$ cat src/verilog/pmrc_pkg.sv
// Constants, register map and carriers for the power-mode and reset controller.
// Assumes a single 40 MHz system clock and a byte-addressed Avalon-MM slave.
package pmrc_pkg;
   // Timing
   localparam int CLK_PERIOD_NS = 25;
   localparam int RST_HOLD_NS   = 1000;
   localparam logic [5:0] RST_HOLD_CYC = 6'((RST_HOLD_NS + CLK_PERIOD_NS - 1) / CLK_PERIOD_NS);

   // Register byte offsets
   localparam logic [5:0] OFS_CTRL      = 6'h00;
   localparam logic [5:0] OFS_PERIPH_EN = 6'h04;
   localparam logic [5:0] OFS_STATUS    = 6'h08;
   localparam logic [5:0] OFS_RST_FLAGS = 6'h0C;

   // Control register fields
   localparam int CTRL_SEL_LO     = 0;
   localparam int CTRL_SEL_HI     = 1;
   localparam int CTRL_SLEEP_EXIT = 2;
   localparam int CTRL_DEEP       = 3;
   localparam int CTRL_SLOW_INT   = 4;
   localparam int CTRL_SLOW_XTAL  = 5;
   localparam int CTRL_SOFT_RST   = 6;
   localparam logic [5:0] CTRL_RST       = 6'h30;
   localparam logic [7:0] PERIPH_EN_RST  = 8'hFF;
   localparam logic [4:0] RST_FLAGS_RST  = 5'h01;

   // Reset flag bits
   localparam int FLG_POWER = 0;
   localparam int FLG_PIN   = 1;
   localparam int FLG_WDT   = 2;
   localparam int FLG_SOFT  = 3;
   localparam int FLG_LOCK  = 4;

   // Clock select codes
   localparam logic [1:0] SEL_FAST = 2'h0;
   localparam logic [1:0] SEL_EXT  = 2'h1;

   // Synchronised pin vector layout
   localparam int PIN_W       = 11;
   localparam int P_EXT_RST_N = 0;
   localparam int P_POR_OK    = 1;
   localparam int P_REG_RDY   = 2;
   localparam int P_PDR_TRIP  = 3;
   localparam int P_WAKE_LO   = 4;
   localparam int P_WAKE_HI   = 7;
   localparam int P_FAST_RDY  = 8;
   localparam int P_EXT_RDY   = 9;
   localparam int P_SLOW_RDY  = 10;
   localparam logic [10:0] PIN_RST = 11'h001;

   localparam logic [31:0] RESET_VECTOR = 32'h0000_0004;
   localparam logic [3:0]  PDR_LEVEL_DEF = 4'h8;

   typedef enum logic [4:0] {
      ST_RUN     = 5'h01,
      ST_LPRUN   = 5'h02,
      ST_SLEEP   = 5'h04,
      ST_LPSLEEP = 5'h08,
      ST_STOP    = 5'h10
   } pmrc_state_t;

   typedef struct packed {
      logic wait_for_interrupt_instr;
      logic wait_for_event_instr;
      logic handler_return;
      logic irq_pending;
      logic wake_event;
      logic interrupt_mask_flag;
      logic lockup;
      logic periph_wake;
   } pmrc_core_t;

   typedef struct packed {
      logic       ahb_clk_en;
      logic       sys_clk_en;
      logic [1:0] src_sel;
      logic       fast_osc_en;
      logic       slow_int_osc_en;
      logic       slow_xtal_osc_en;
      logic       stop_domain_en;
   } pmrc_clk_t;
endpackage

$ cat src/verilog/pmrc_top.sv
// Power-mode sequencer, clock gating, reset generation and register slave.
// Assumes core strobes are on clk_sys; pins and oscillator ready flags are asynchronous.
//
// Behaviour
// - Reset lands in run mode on the fast oscillator, select code zero.
// - Sleep gates the AHB clock; APB and core peripherals keep running.
// - Wait-for-interrupt or handler return sleeps until interrupt; wait-for-event until event.
// - Select upper bit one means low-power run on slow clock; zero leaves it.
// - Low-power sleep is slow clock plus sleep entry; wake keeps the clock.
// - Sleep-after-handler flag sends the core to sleep on handler return.
// - Sleep is left only on a sufficient-priority exception or chosen event.
// - Masked interrupts still wake the core but their handler is held back.
// - Deep-sleep plus entry stops clocks and fast oscillator; wake restarts fast.
// - Per-peripheral enable bits gate each peripheral clock.
// - Software can switch off both slow oscillators.
// - Core memories only in run modes; stop-domain peripherals off in stop.
// - Two reset classes are produced: power reset and system reset.
// - System reset spares debug and real-time clock, which take power reset only.
// - Power reset returns every register to its reset value.
// - Power reset releases only once the core regulator reports ready.
// - The reset handler vector address is a fixed constant.
// - System reset from power, pin, watchdog, soft request or lockup.
// - Clock mux switches only to a ready source and reports the active one.
//
// The register addresses and the Avalon-MM interface to the registers were left to the implementer.
`timescale 1ns/1ps
module pmrc_top
#(
   parameter logic [3:0] PDR_LEVEL = pmrc_pkg::PDR_LEVEL_DEF
)
(
   // Clock and reset
   input  wire logic                  clk_sys,
   input  wire logic                  rst_n,
   // Avalon-MM slave
   input  wire logic [5:0]            avs_address,
   input  wire logic                  avs_read,
   input  wire logic                  avs_write,
   input  wire logic [31:0]           avs_writedata,
   input  wire logic [3:0]            avs_byteenable,
   output logic [31:0]                avs_readdata,
   output logic                       avs_waitrequest,
   // Core and peripheral events
   input  wire pmrc_pkg::pmrc_core_t  core_in,
   input  wire logic                  watchdog_timeout,
   // Asynchronous pins and detectors
   input  wire logic                  ext_reset_pin_n,
   input  wire logic                  supply_rise_ok,
   input  wire logic                  regulator_ready,
   input  wire logic                  supply_fall_trip,
   input  wire logic [3:0]            external_line_interrupts,
   input  wire logic [2:0]            osc_ready,
   // Clock and domain control
   output pmrc_pkg::pmrc_clk_t        clk_out,
   output logic [7:0]                 periph_clk_en,
   output logic                       irq_take,
   // Resets
   output logic                       power_rst_n,
   output logic                       sys_rst_n,
   output logic [31:0]                reset_vector,
   output logic [3:0]                 pdr_threshold
);
   import pmrc_pkg::*;

   logic [PIN_W-1:0] pin_raw;
   logic [PIN_W-1:0] s1_reg;
   logic [PIN_W-1:0] s2_reg;
   logic [PIN_W-1:0] s3_reg;
   logic [PIN_W-1:0] pin_reg;
   pmrc_state_t      state_reg;
   pmrc_state_t      state_next;
   logic [5:0]       ctrl_reg;
   logic [7:0]       periph_en_reg;
   logic [4:0]       flags_reg;
   logic [1:0]       sel_active_reg;
   logic [1:0]       sel_next;
   logic             wake_on_event_reg;
   logic             soft_req_reg;
   logic [5:0]       hold_cnt_reg;
   logic             power_rst_n_reg;
   logic             sys_rst_n_reg;
   pmrc_clk_t        clk_out_reg;
   logic [7:0]       periph_clk_reg;
   logic             irq_take_reg;
   logic [31:0]      rdata_reg;
   logic             wait_reg;
   logic [31:0]      rd_val;
   logic             bus_req;
   logic             wr_fire;
   logic             awake;
   logic             enter;
   logic             stop_wake;
   logic             sleep_wake;
   logic             target_ready;
   logic             sys_src;
   logic [4:0]       flag_set;

   assign pin_raw = {osc_ready[2], osc_ready[1], osc_ready[0], external_line_interrupts,
                     supply_fall_trip, regulator_ready, supply_rise_ok, ext_reset_pin_n};

   // Three-stage sync; the filtered level moves only when stages two and three agree
   genvar i;
   generate
      for (i = 0; i < PIN_W; i++)
      begin : g_sync
         always_ff @(posedge clk_sys)
         begin
            if (!rst_n)
            begin
               s1_reg[i]  <= PIN_RST[i];
               s2_reg[i]  <= PIN_RST[i];
               s3_reg[i]  <= PIN_RST[i];
               pin_reg[i] <= PIN_RST[i];
            end
            else
            begin
               s1_reg[i] <= pin_raw[i];
               s2_reg[i] <= s1_reg[i];
               s3_reg[i] <= s2_reg[i];
               if (s2_reg[i] == s3_reg[i])
                  pin_reg[i] <= s3_reg[i];
            end
         end
      end
   endgenerate

   // Mode sequencing
   assign awake      = (state_reg == ST_RUN) || (state_reg == ST_LPRUN);
   assign enter      = core_in.wait_for_interrupt_instr || core_in.wait_for_event_instr ||
                       (core_in.handler_return && ctrl_reg[CTRL_SLEEP_EXIT]);
   // Only exceptions able to enter a handler count, masked or not
   assign sleep_wake = wake_on_event_reg ? core_in.wake_event : core_in.irq_pending;
   assign stop_wake  = (|pin_reg[P_WAKE_HI:P_WAKE_LO]) || core_in.periph_wake;

   always_comb
   begin
      state_next = state_reg;
      case (state_reg)
         ST_RUN, ST_LPRUN:
         begin
            if (enter && ctrl_reg[CTRL_DEEP])
               state_next = ST_STOP;
            else if (enter)
               state_next = sel_active_reg[1] ? ST_LPSLEEP : ST_SLEEP;
            else
               state_next = sel_active_reg[1] ? ST_LPRUN : ST_RUN;
         end
         ST_SLEEP, ST_LPSLEEP:
         begin
            if (sleep_wake)
               state_next = sel_active_reg[1] ? ST_LPRUN : ST_RUN;
         end
         ST_STOP:
         begin
            if (stop_wake)
               state_next = ST_RUN;
         end
         default:
            state_next = ST_RUN;
      endcase
   end

   always_ff @(posedge clk_sys)
   begin
      if (!rst_n)
      begin
         state_reg         <= ST_RUN;
         wake_on_event_reg <= 1'b0;
      end
      else
      begin
         state_reg <= state_next;
         if (awake && enter)
            wake_on_event_reg <= core_in.wait_for_event_instr;
      end
   end

   // Clock mux: requested source is taken once it reports ready
   always_comb
   begin
      case (ctrl_reg[CTRL_SEL_HI:CTRL_SEL_LO])
         SEL_FAST: target_ready = pin_reg[P_FAST_RDY];
         SEL_EXT:  target_ready = pin_reg[P_EXT_RDY];
         default:  target_ready = pin_reg[P_SLOW_RDY];
      endcase
      sel_next = target_ready ? ctrl_reg[CTRL_SEL_HI:CTRL_SEL_LO] : sel_active_reg;
   end

   always_ff @(posedge clk_sys)
   begin
      if (!rst_n)
         sel_active_reg <= SEL_FAST;
      else
         sel_active_reg <= sel_next;
   end

   // Gating outputs follow the next state so they line up with state_reg
   always_ff @(posedge clk_sys)
   begin
      if (!rst_n)
      begin
         clk_out_reg.ahb_clk_en       <= 1'b1;
         clk_out_reg.sys_clk_en       <= 1'b1;
         clk_out_reg.src_sel          <= SEL_FAST;
         clk_out_reg.fast_osc_en      <= 1'b1;
         clk_out_reg.slow_int_osc_en  <= CTRL_RST[CTRL_SLOW_INT];
         clk_out_reg.slow_xtal_osc_en <= CTRL_RST[CTRL_SLOW_XTAL];
         clk_out_reg.stop_domain_en   <= 1'b1;
         periph_clk_reg               <= PERIPH_EN_RST;
      end
      else
      begin
         clk_out_reg.ahb_clk_en       <= (state_next == ST_RUN) || (state_next == ST_LPRUN);
         clk_out_reg.sys_clk_en       <= state_next != ST_STOP;
         clk_out_reg.src_sel          <= sel_next;
         clk_out_reg.fast_osc_en      <= state_next != ST_STOP;
         clk_out_reg.slow_int_osc_en  <= ctrl_reg[CTRL_SLOW_INT];
         clk_out_reg.slow_xtal_osc_en <= ctrl_reg[CTRL_SLOW_XTAL];
         clk_out_reg.stop_domain_en   <= state_next != ST_STOP;
         // Stop-domain peripherals lose their clock in stop regardless of enables
         periph_clk_reg <= (state_next == ST_STOP) ? 8'h00 : periph_en_reg;
      end
   end

   always_ff @(posedge clk_sys)
   begin
      if (!rst_n)
         irq_take_reg <= 1'b0;
      else
         irq_take_reg <= core_in.irq_pending && !core_in.interrupt_mask_flag;
   end

   // Reset generation
   assign sys_src = !power_rst_n_reg || !pin_reg[P_EXT_RST_N] || watchdog_timeout ||
                    soft_req_reg || core_in.lockup;

   always_ff @(posedge clk_sys)
   begin
      if (!rst_n)
      begin
         power_rst_n_reg <= 1'b0;
         sys_rst_n_reg   <= 1'b0;
         hold_cnt_reg    <= RST_HOLD_CYC;
      end
      else
      begin
         // Regulator ready gates release; a supply-fall trip pulls it back at once
         power_rst_n_reg <= pin_reg[P_POR_OK] && pin_reg[P_REG_RDY] && !pin_reg[P_PDR_TRIP];
         if (sys_src)
            hold_cnt_reg <= RST_HOLD_CYC;
         else if (hold_cnt_reg != 6'h00)
            hold_cnt_reg <= hold_cnt_reg - 6'h01;
         sys_rst_n_reg <= !sys_src && (hold_cnt_reg == 6'h00);
      end
   end

   // Avalon slave: one wait cycle, then the access completes
   assign bus_req = avs_read || avs_write;
   assign wr_fire = avs_write && !wait_reg && avs_byteenable[0];

   always_comb
   begin
      case (avs_address)
         OFS_CTRL:      rd_val = {26'h000_0000, ctrl_reg};
         OFS_PERIPH_EN: rd_val = {24'h00_0000, periph_en_reg};
         OFS_STATUS:    rd_val = {24'h00_0000, clk_out_reg.fast_osc_en, sel_active_reg, state_reg};
         OFS_RST_FLAGS: rd_val = {27'h000_0000, flags_reg};
         default:       rd_val = 32'h0000_0000;
      endcase
   end

   always_ff @(posedge clk_sys)
   begin
      if (!rst_n)
      begin
         wait_reg  <= 1'b1;
         rdata_reg <= 32'h0000_0000;
      end
      else
      begin
         if (bus_req && wait_reg)
         begin
            wait_reg  <= 1'b0;
            rdata_reg <= rd_val;
         end
         else
            wait_reg <= 1'b1;
      end
   end

   // Registers return to reset values only under power reset
   always_ff @(posedge clk_sys)
   begin
      if (!rst_n)
      begin
         ctrl_reg      <= CTRL_RST;
         periph_en_reg <= PERIPH_EN_RST;
         soft_req_reg  <= 1'b0;
      end
      else
      begin
         soft_req_reg <= wr_fire && (avs_address == OFS_CTRL) && avs_writedata[CTRL_SOFT_RST];
         if (state_reg == ST_STOP && stop_wake)
            ctrl_reg[CTRL_SEL_HI:CTRL_SEL_LO] <= SEL_FAST;
         else if (wr_fire && avs_address == OFS_CTRL)
            ctrl_reg <= avs_writedata[5:0];
         if (wr_fire && avs_address == OFS_PERIPH_EN)
            periph_en_reg <= avs_writedata[7:0];
      end
   end

   // Sticky reset causes; a new cause beats a write-one clear
   assign flag_set = {core_in.lockup, soft_req_reg, watchdog_timeout,
                      !pin_reg[P_EXT_RST_N], !power_rst_n_reg};

   always_ff @(posedge clk_sys)
   begin
      if (!rst_n)
         flags_reg <= RST_FLAGS_RST;
      else if (wr_fire && avs_address == OFS_RST_FLAGS)
         flags_reg <= (flags_reg & ~avs_writedata[4:0]) | flag_set;
      else
         flags_reg <= flags_reg | flag_set;
   end

   assign avs_readdata    = rdata_reg;
   assign avs_waitrequest = wait_reg;
   assign clk_out         = clk_out_reg;
   assign periph_clk_en   = periph_clk_reg;
   assign irq_take        = irq_take_reg;
   assign power_rst_n     = power_rst_n_reg;
   assign sys_rst_n       = sys_rst_n_reg;
   assign reset_vector    = RESET_VECTOR;
   assign pdr_threshold   = PDR_LEVEL;
endmodule

$ cat config.mk
export PLATFORM = sky130hd
export DESIGN_NAME = pmrc_top
export DESIGN_NICKNAME = d
export VERILOG_FILES = /design/src/verilog/pmrc_pkg.sv /design/src/verilog/pmrc_top.sv
export SDC_FILE = /design/constraint.sdc
export NUM_CORES = 1
export LEC_CHECK = 0
export BUFFER_PORTS_ARGS = -buffer_cell sky130_fd_sc_hd__buf_2
export CORE_UTILIZATION = 28
export DETAILED_ROUTE_END_ITERATION = 10
export GPL_TIMING_DRIVEN = 1
export HOLD_SLACK_MARGIN = 0.15
export MAX_ROUTING_LAYER = met4
export PLACE_DENSITY = 0.51
export SLEW_MARGIN = 20
export SYNTH_ARGS = -nofsm -noshare
export SYNTH_HDL_FRONTEND = slang
export SYNTH_SLANG_ARGS = --single-unit
$ cat constraint.sdc
create_clock -name clk_sys -period 2.5 [get_ports clk_sys]
set_clock_uncertainty 0.15 [all_clocks]
set_input_delay 0.25 -clock clk_sys [delete_from_list [all_inputs] [get_ports clk_sys]]
set_output_delay 0.25 -clock clk_sys [all_outputs]
set_load 0.005 [all_outputs]
## After elaboration in Yosys (flattened, before gate mapping)

Cells that the tools add are included.

| word-level totals | value |
|---|---|
| word-level logic and storage cells | 149 |
| register bits | 126 |
| output and inout port bits | 88 |

| cells by class | value |
|---|---|
| eq/ne operators | 24 |
| multiplexer cells | 14 |
| bitwise operators | 6 |
| $add $sub $neg | 1 |
| reduce and logical (&&, ||, !) cells | 41 |

Operator list:

| cell | number |
|---|---|
| 8-bit case mux with 4 select lines | 1 |
| 5-bit 2-to-1 mux | 4 |
| 1-bit logical AND | 15 |
| 5-bit case mux with 3 select lines | 1 |
| 6-bit by 4-bit equality test with 1-bit output (second input constant) | 2 |
| 6-bit zero test | 2 |
| 1-bit equality test | 11 |
| 5-bit by 1-bit equality test with 1-bit output (second input constant) | 2 |
| 5-bit by 2-bit equality test with 1-bit output (second input constant) | 2 |
| 5-bit equality test (second input constant) | 2 |
| 1-bit logical OR | 10 |
| 5-bit bitwise OR | 2 |
| 4-bit 2-to-1 mux | 2 |
| 8-bit 2-to-1 mux | 1 |
| 2-bit OR reduction | 4 |
| 6-bit by 3-bit equality test with 1-bit output (second input constant) | 1 |
| 1-bit zero test | 6 |
| 6-bit nonzero test | 1 |
| 6-bit by 1-bit subtractor with 6-bit output (second input constant) | 1 |
| 5-bit bitwise AND | 1 |
| 5-bit by 3-bit equality test with 1-bit output (second input constant) | 1 |
| 5-bit by 4-bit equality test with 1-bit output (second input constant) | 1 |
| 5-bit inequality test (second input constant) | 1 |
| 5-bit NOT | 1 |
| other kinds (8) | 11 |

## Logic depth before layout (Yosys ltp)

| logic depth | value |
|---|---|
| depth after elaboration | 7 |
| depth in mapped cells | 6 |

## Worst setup path after synthesis

Ideal clock, no wire load.

| timing path | value |
|---|---|
| kind | input to register |
| start point | input avs_address[5] |
| end point | register ctrl_reg[4] |
| required time | 2229 ps |
| stages | 5 |
| slack | 329 ps |
| data arrival time | 1900 ps |
| buffers on the path | 1 |
| path through | or4_4 -> or4_1 -> buf_2 -> a21oi_4 -> mux2_4 |

| on the way | value |
|---|---|
| longest elaborated chain between the ends | 3 |

RTL lines:

| element | RTL line | RTL |
|---|---|---|
| start, declared | pmrc_top.sv:36 | `input wire logic [5:0] avs_address,` |
| 6-bit zero test | pmrc_top.sv:305 | `else if (wr_fire && avs_address == OFS_CTRL)` |
| 1-bit logical AND | pmrc_top.sv:305 |  |
| 2-bit AND reduction (no line) | n/a |  |
| end signal, assigned | pmrc_top.sv:306 | `ctrl_reg <= avs_writedata[5:0];` |
| end, declared | pmrc_top.sv:72 | `logic [5:0] ctrl_reg;` |

Every way passes these cells.
A chain may end at the register's enable or synchronous reset.

==> metrics.cfg <==
[finish]
fin_cells = 695
drive_above_1_share_pct = 19.4
num-fill-cells = 1455
area.growth.synth_to_final_pct = 21.4
n_antenna_cell = 0
nNetsFinal = 577

[power_and_ir_drop]
p_seq_share_pct = 50.9
vdd_drop_max_mv = 0.347
p_leak_uw = 0.00211
clkPwrFrac_pct = 42.3
p_per_area_mw_per_mm2 = 663
p_int_uw = 2580
comb_power_share_pct = 6.8
switching_share_pct = 22.0
p_switching_uw = 728

[placed_design]
placedCellCount = 652
numPortBuffers = 66
routabilityCongestion = 0.779
hpwl_um = 5840

[worst_setup_path]
crit_arrival_ns = 2.11
endpoint_kind = register
cp_max_fo = 96
reg2reg_depth = 4
rr_endpoint = ctrl_reg[4]$_SDFFE_PN1P_
cp.required_ns = 2.63
startpoint_type = input pin
r2r_start = avs_waitrequest$_SDFF_PN1_
reg2reg_setup_slack_ns = 0.62
path_class = in -> reg

[routing]
wl_met2_um = 3810
met1_length_um = 3810
wl_um = 8150
wl_per_cell_um = 11.7
drc = 0
dr.pass1.iters = 4
dr_wl_met3_um = 393
via_per_inst = 4.24
top_layer = met4
vias = 2944
antenna_left = 0
dr.first_iter.drc_count = 116

[worst_hold_path]
hp-class = reg -> reg
min_from = s1_reg[0]$_SDFF_PN1_
hold_end = s2_reg[0]$_SDFF_PN1_
min_path_cells = 1

[floorplanning]
coreArea_sq_mm = 0.0141
die_area_sq_mm = 0.0151
die_h_um = 123
fp-row-count = 43
initial_core_util_pct = 29.1
fp.dieW_um = 123
ios = 154

[clock_tree]
htreeDepth = 3
clkSinkCount = 102
numCtsBuffers = 9
insertion_delay_ns = 0.34
clockBufferDepth = 2
clk_pin_slew_ns = 0.06
cts_hold_buf = 27
cts_resized = 0
clk_root_buffer_cell = clkbuf_16
cts_setup_buffers = 0
cts_tree = yes

[timing]
hold_ws_ns = 0.267
max_freq_mhz = 506
finalMaxSlewViolations = 0
fin_crit_ns = 1.98
setup_viol = 0
hold_viol_final = 0
fin_crit_sh_pct = 79.1
grt_setup_unrepaired = no
setup-tns-final_ns = 0

[grt]
grt_pass1_vias = 2641
grtUsageTotal_pct = 11.8
antenna_found_initial = 0
grt-ovfl-total = 0
grt_pass1_wl_um = 12900
grt_max_degree = 97

[job]
cap_violations = 0

[logic_synthesis]
yosysSeqAreaShare_pct = 49.7
synth_edf_count = 0
syn-instance-count = 418
synth-main-ff-cell = dfxtp_1
ys_ff_latch = 102
async_flop_share_pct = 0
mappedNetlistArea_sq_mm = 0.00411
ys_warn_count = 0
synth_cell_type_count = 48
avgSynthCellArea_sq_um = 9.82

[run_status]
status = finished clean

## critical path: stages
cell	delay [ns]
dlygate4sd3_1	0.52
buf_2	0.14
buf_12	0.29
o21ai_0	0.15
a31oi_1	0.18
dlygate4sd3_1	0.57
## power groups by stage
| stage | combinational (uW) | sequential, uW | clock (uW) |
|---|---|---|---|
| after floorplan | 190 | 1710 | 0 |
| after global placement | 190 | 1720 | 0 |
| after detailed placement | 192 | 1720 | 0 |
| after CTS | 226 | 1680 | 1440 |
| after global routing | 257 | 1680 | 1510 |
| final | 226 | 1680 | 1400 |
## kinds of logic after synthesis
family	after synthesis	share of synthesized area, %
fa+ha+maj	1	0.305
buf+inv	92	14.2
mux	16	5.67
simple gates	124	16.3
other cells	2	0.183
compound gates	76	12.5
xor+xnor	5	1.07
flops	102	49.7
## cells in the mapped netlist (all sizes together) (9+ instances only)
library cell	number	share of area (%)
dfxtp	102	50
buf	64	12
nand2	35	3.2
and2	32	4.9
o21ai	28	3.4
inv	16	1.5
nor2	14	1.3
clkbuf	12	1.1
nor2b	12	1.8
a21boi	11	2.0
mux2i	9	2.2
o211ai	9	1.6
## cell type report
class	instances	area (sq um)	share of cell area, %
flip-flops and latches	102	2040	41.0
multi-input cells	282	1700	34.1
clock inverters	5	58.8	1.18
inverters	16	60.1	1.20
repair buffers	99	658	13.2
well taps	180	225	4.52
clock buffers	11	243	4.87
## metrics by stage
stage          setup slack, ns  util, %  area (sq um)  power, uW
2_1_floorplan            0.329        -          4320       1900
3_3_place_gp             0.189     31.3          4410       1910
3_5_place_dp             0.209     31.3          4410       1910
4_1_cts                  0.557     35.4          4980       3350
5_1_grt                  0.387     35.4          4980       3460
6_report                 0.523     35.4          4980       3300
## cells in the final DEF (no fill, tap or decap), types with 3 or more instances in the layout
cell and n:
nor3_1 6, mux4_2 5, and2_1 32, mux2i_1 9, buf_2 66, buf_4 5, xor2_1 3, nor2b_1 12
dfxtp_1 102, nand2b_1 8, nand3_1 3, clkbuf_16 9, a21boi_0 11, conb_1 60, nor2_1 14, o211ai_1 9
o21ai_0 26, inv_1 16, nand2_1 35, dlygate4sd3_1 27, a22oi_1 8, a31oi_1 4
## how the worst max path moves through the flow
stage	from	to	cells past startpoint
floorplan	avs_address[5]	ctrl_reg[4]$_SDFFE_PN1P_	5
global placement	avs_address[5]	ctrl_reg[4]$_SDFFE_PN1P_	5
detailed placement	avs_address[5]	ctrl_reg[4]$_SDFFE_PN1P_	5
CTS	rst_n	flags_reg[2]$_SDFF_PN0_	6
global route	state_reg[3]$_SDFF_PN0_	periph_clk_en[2]$_SDFF_PN1_	5
finish	rst_n	flags_reg[2]$_SDFF_PN0_	6
## metal layers
layer,vias to the layer above,track usage [%]
li1,1471,-
met1,1376,14.5
met2,86,18.0
met3,11,3.27
met4,0,4.97
met5,-,-
(Power assumes the default switching activity.)
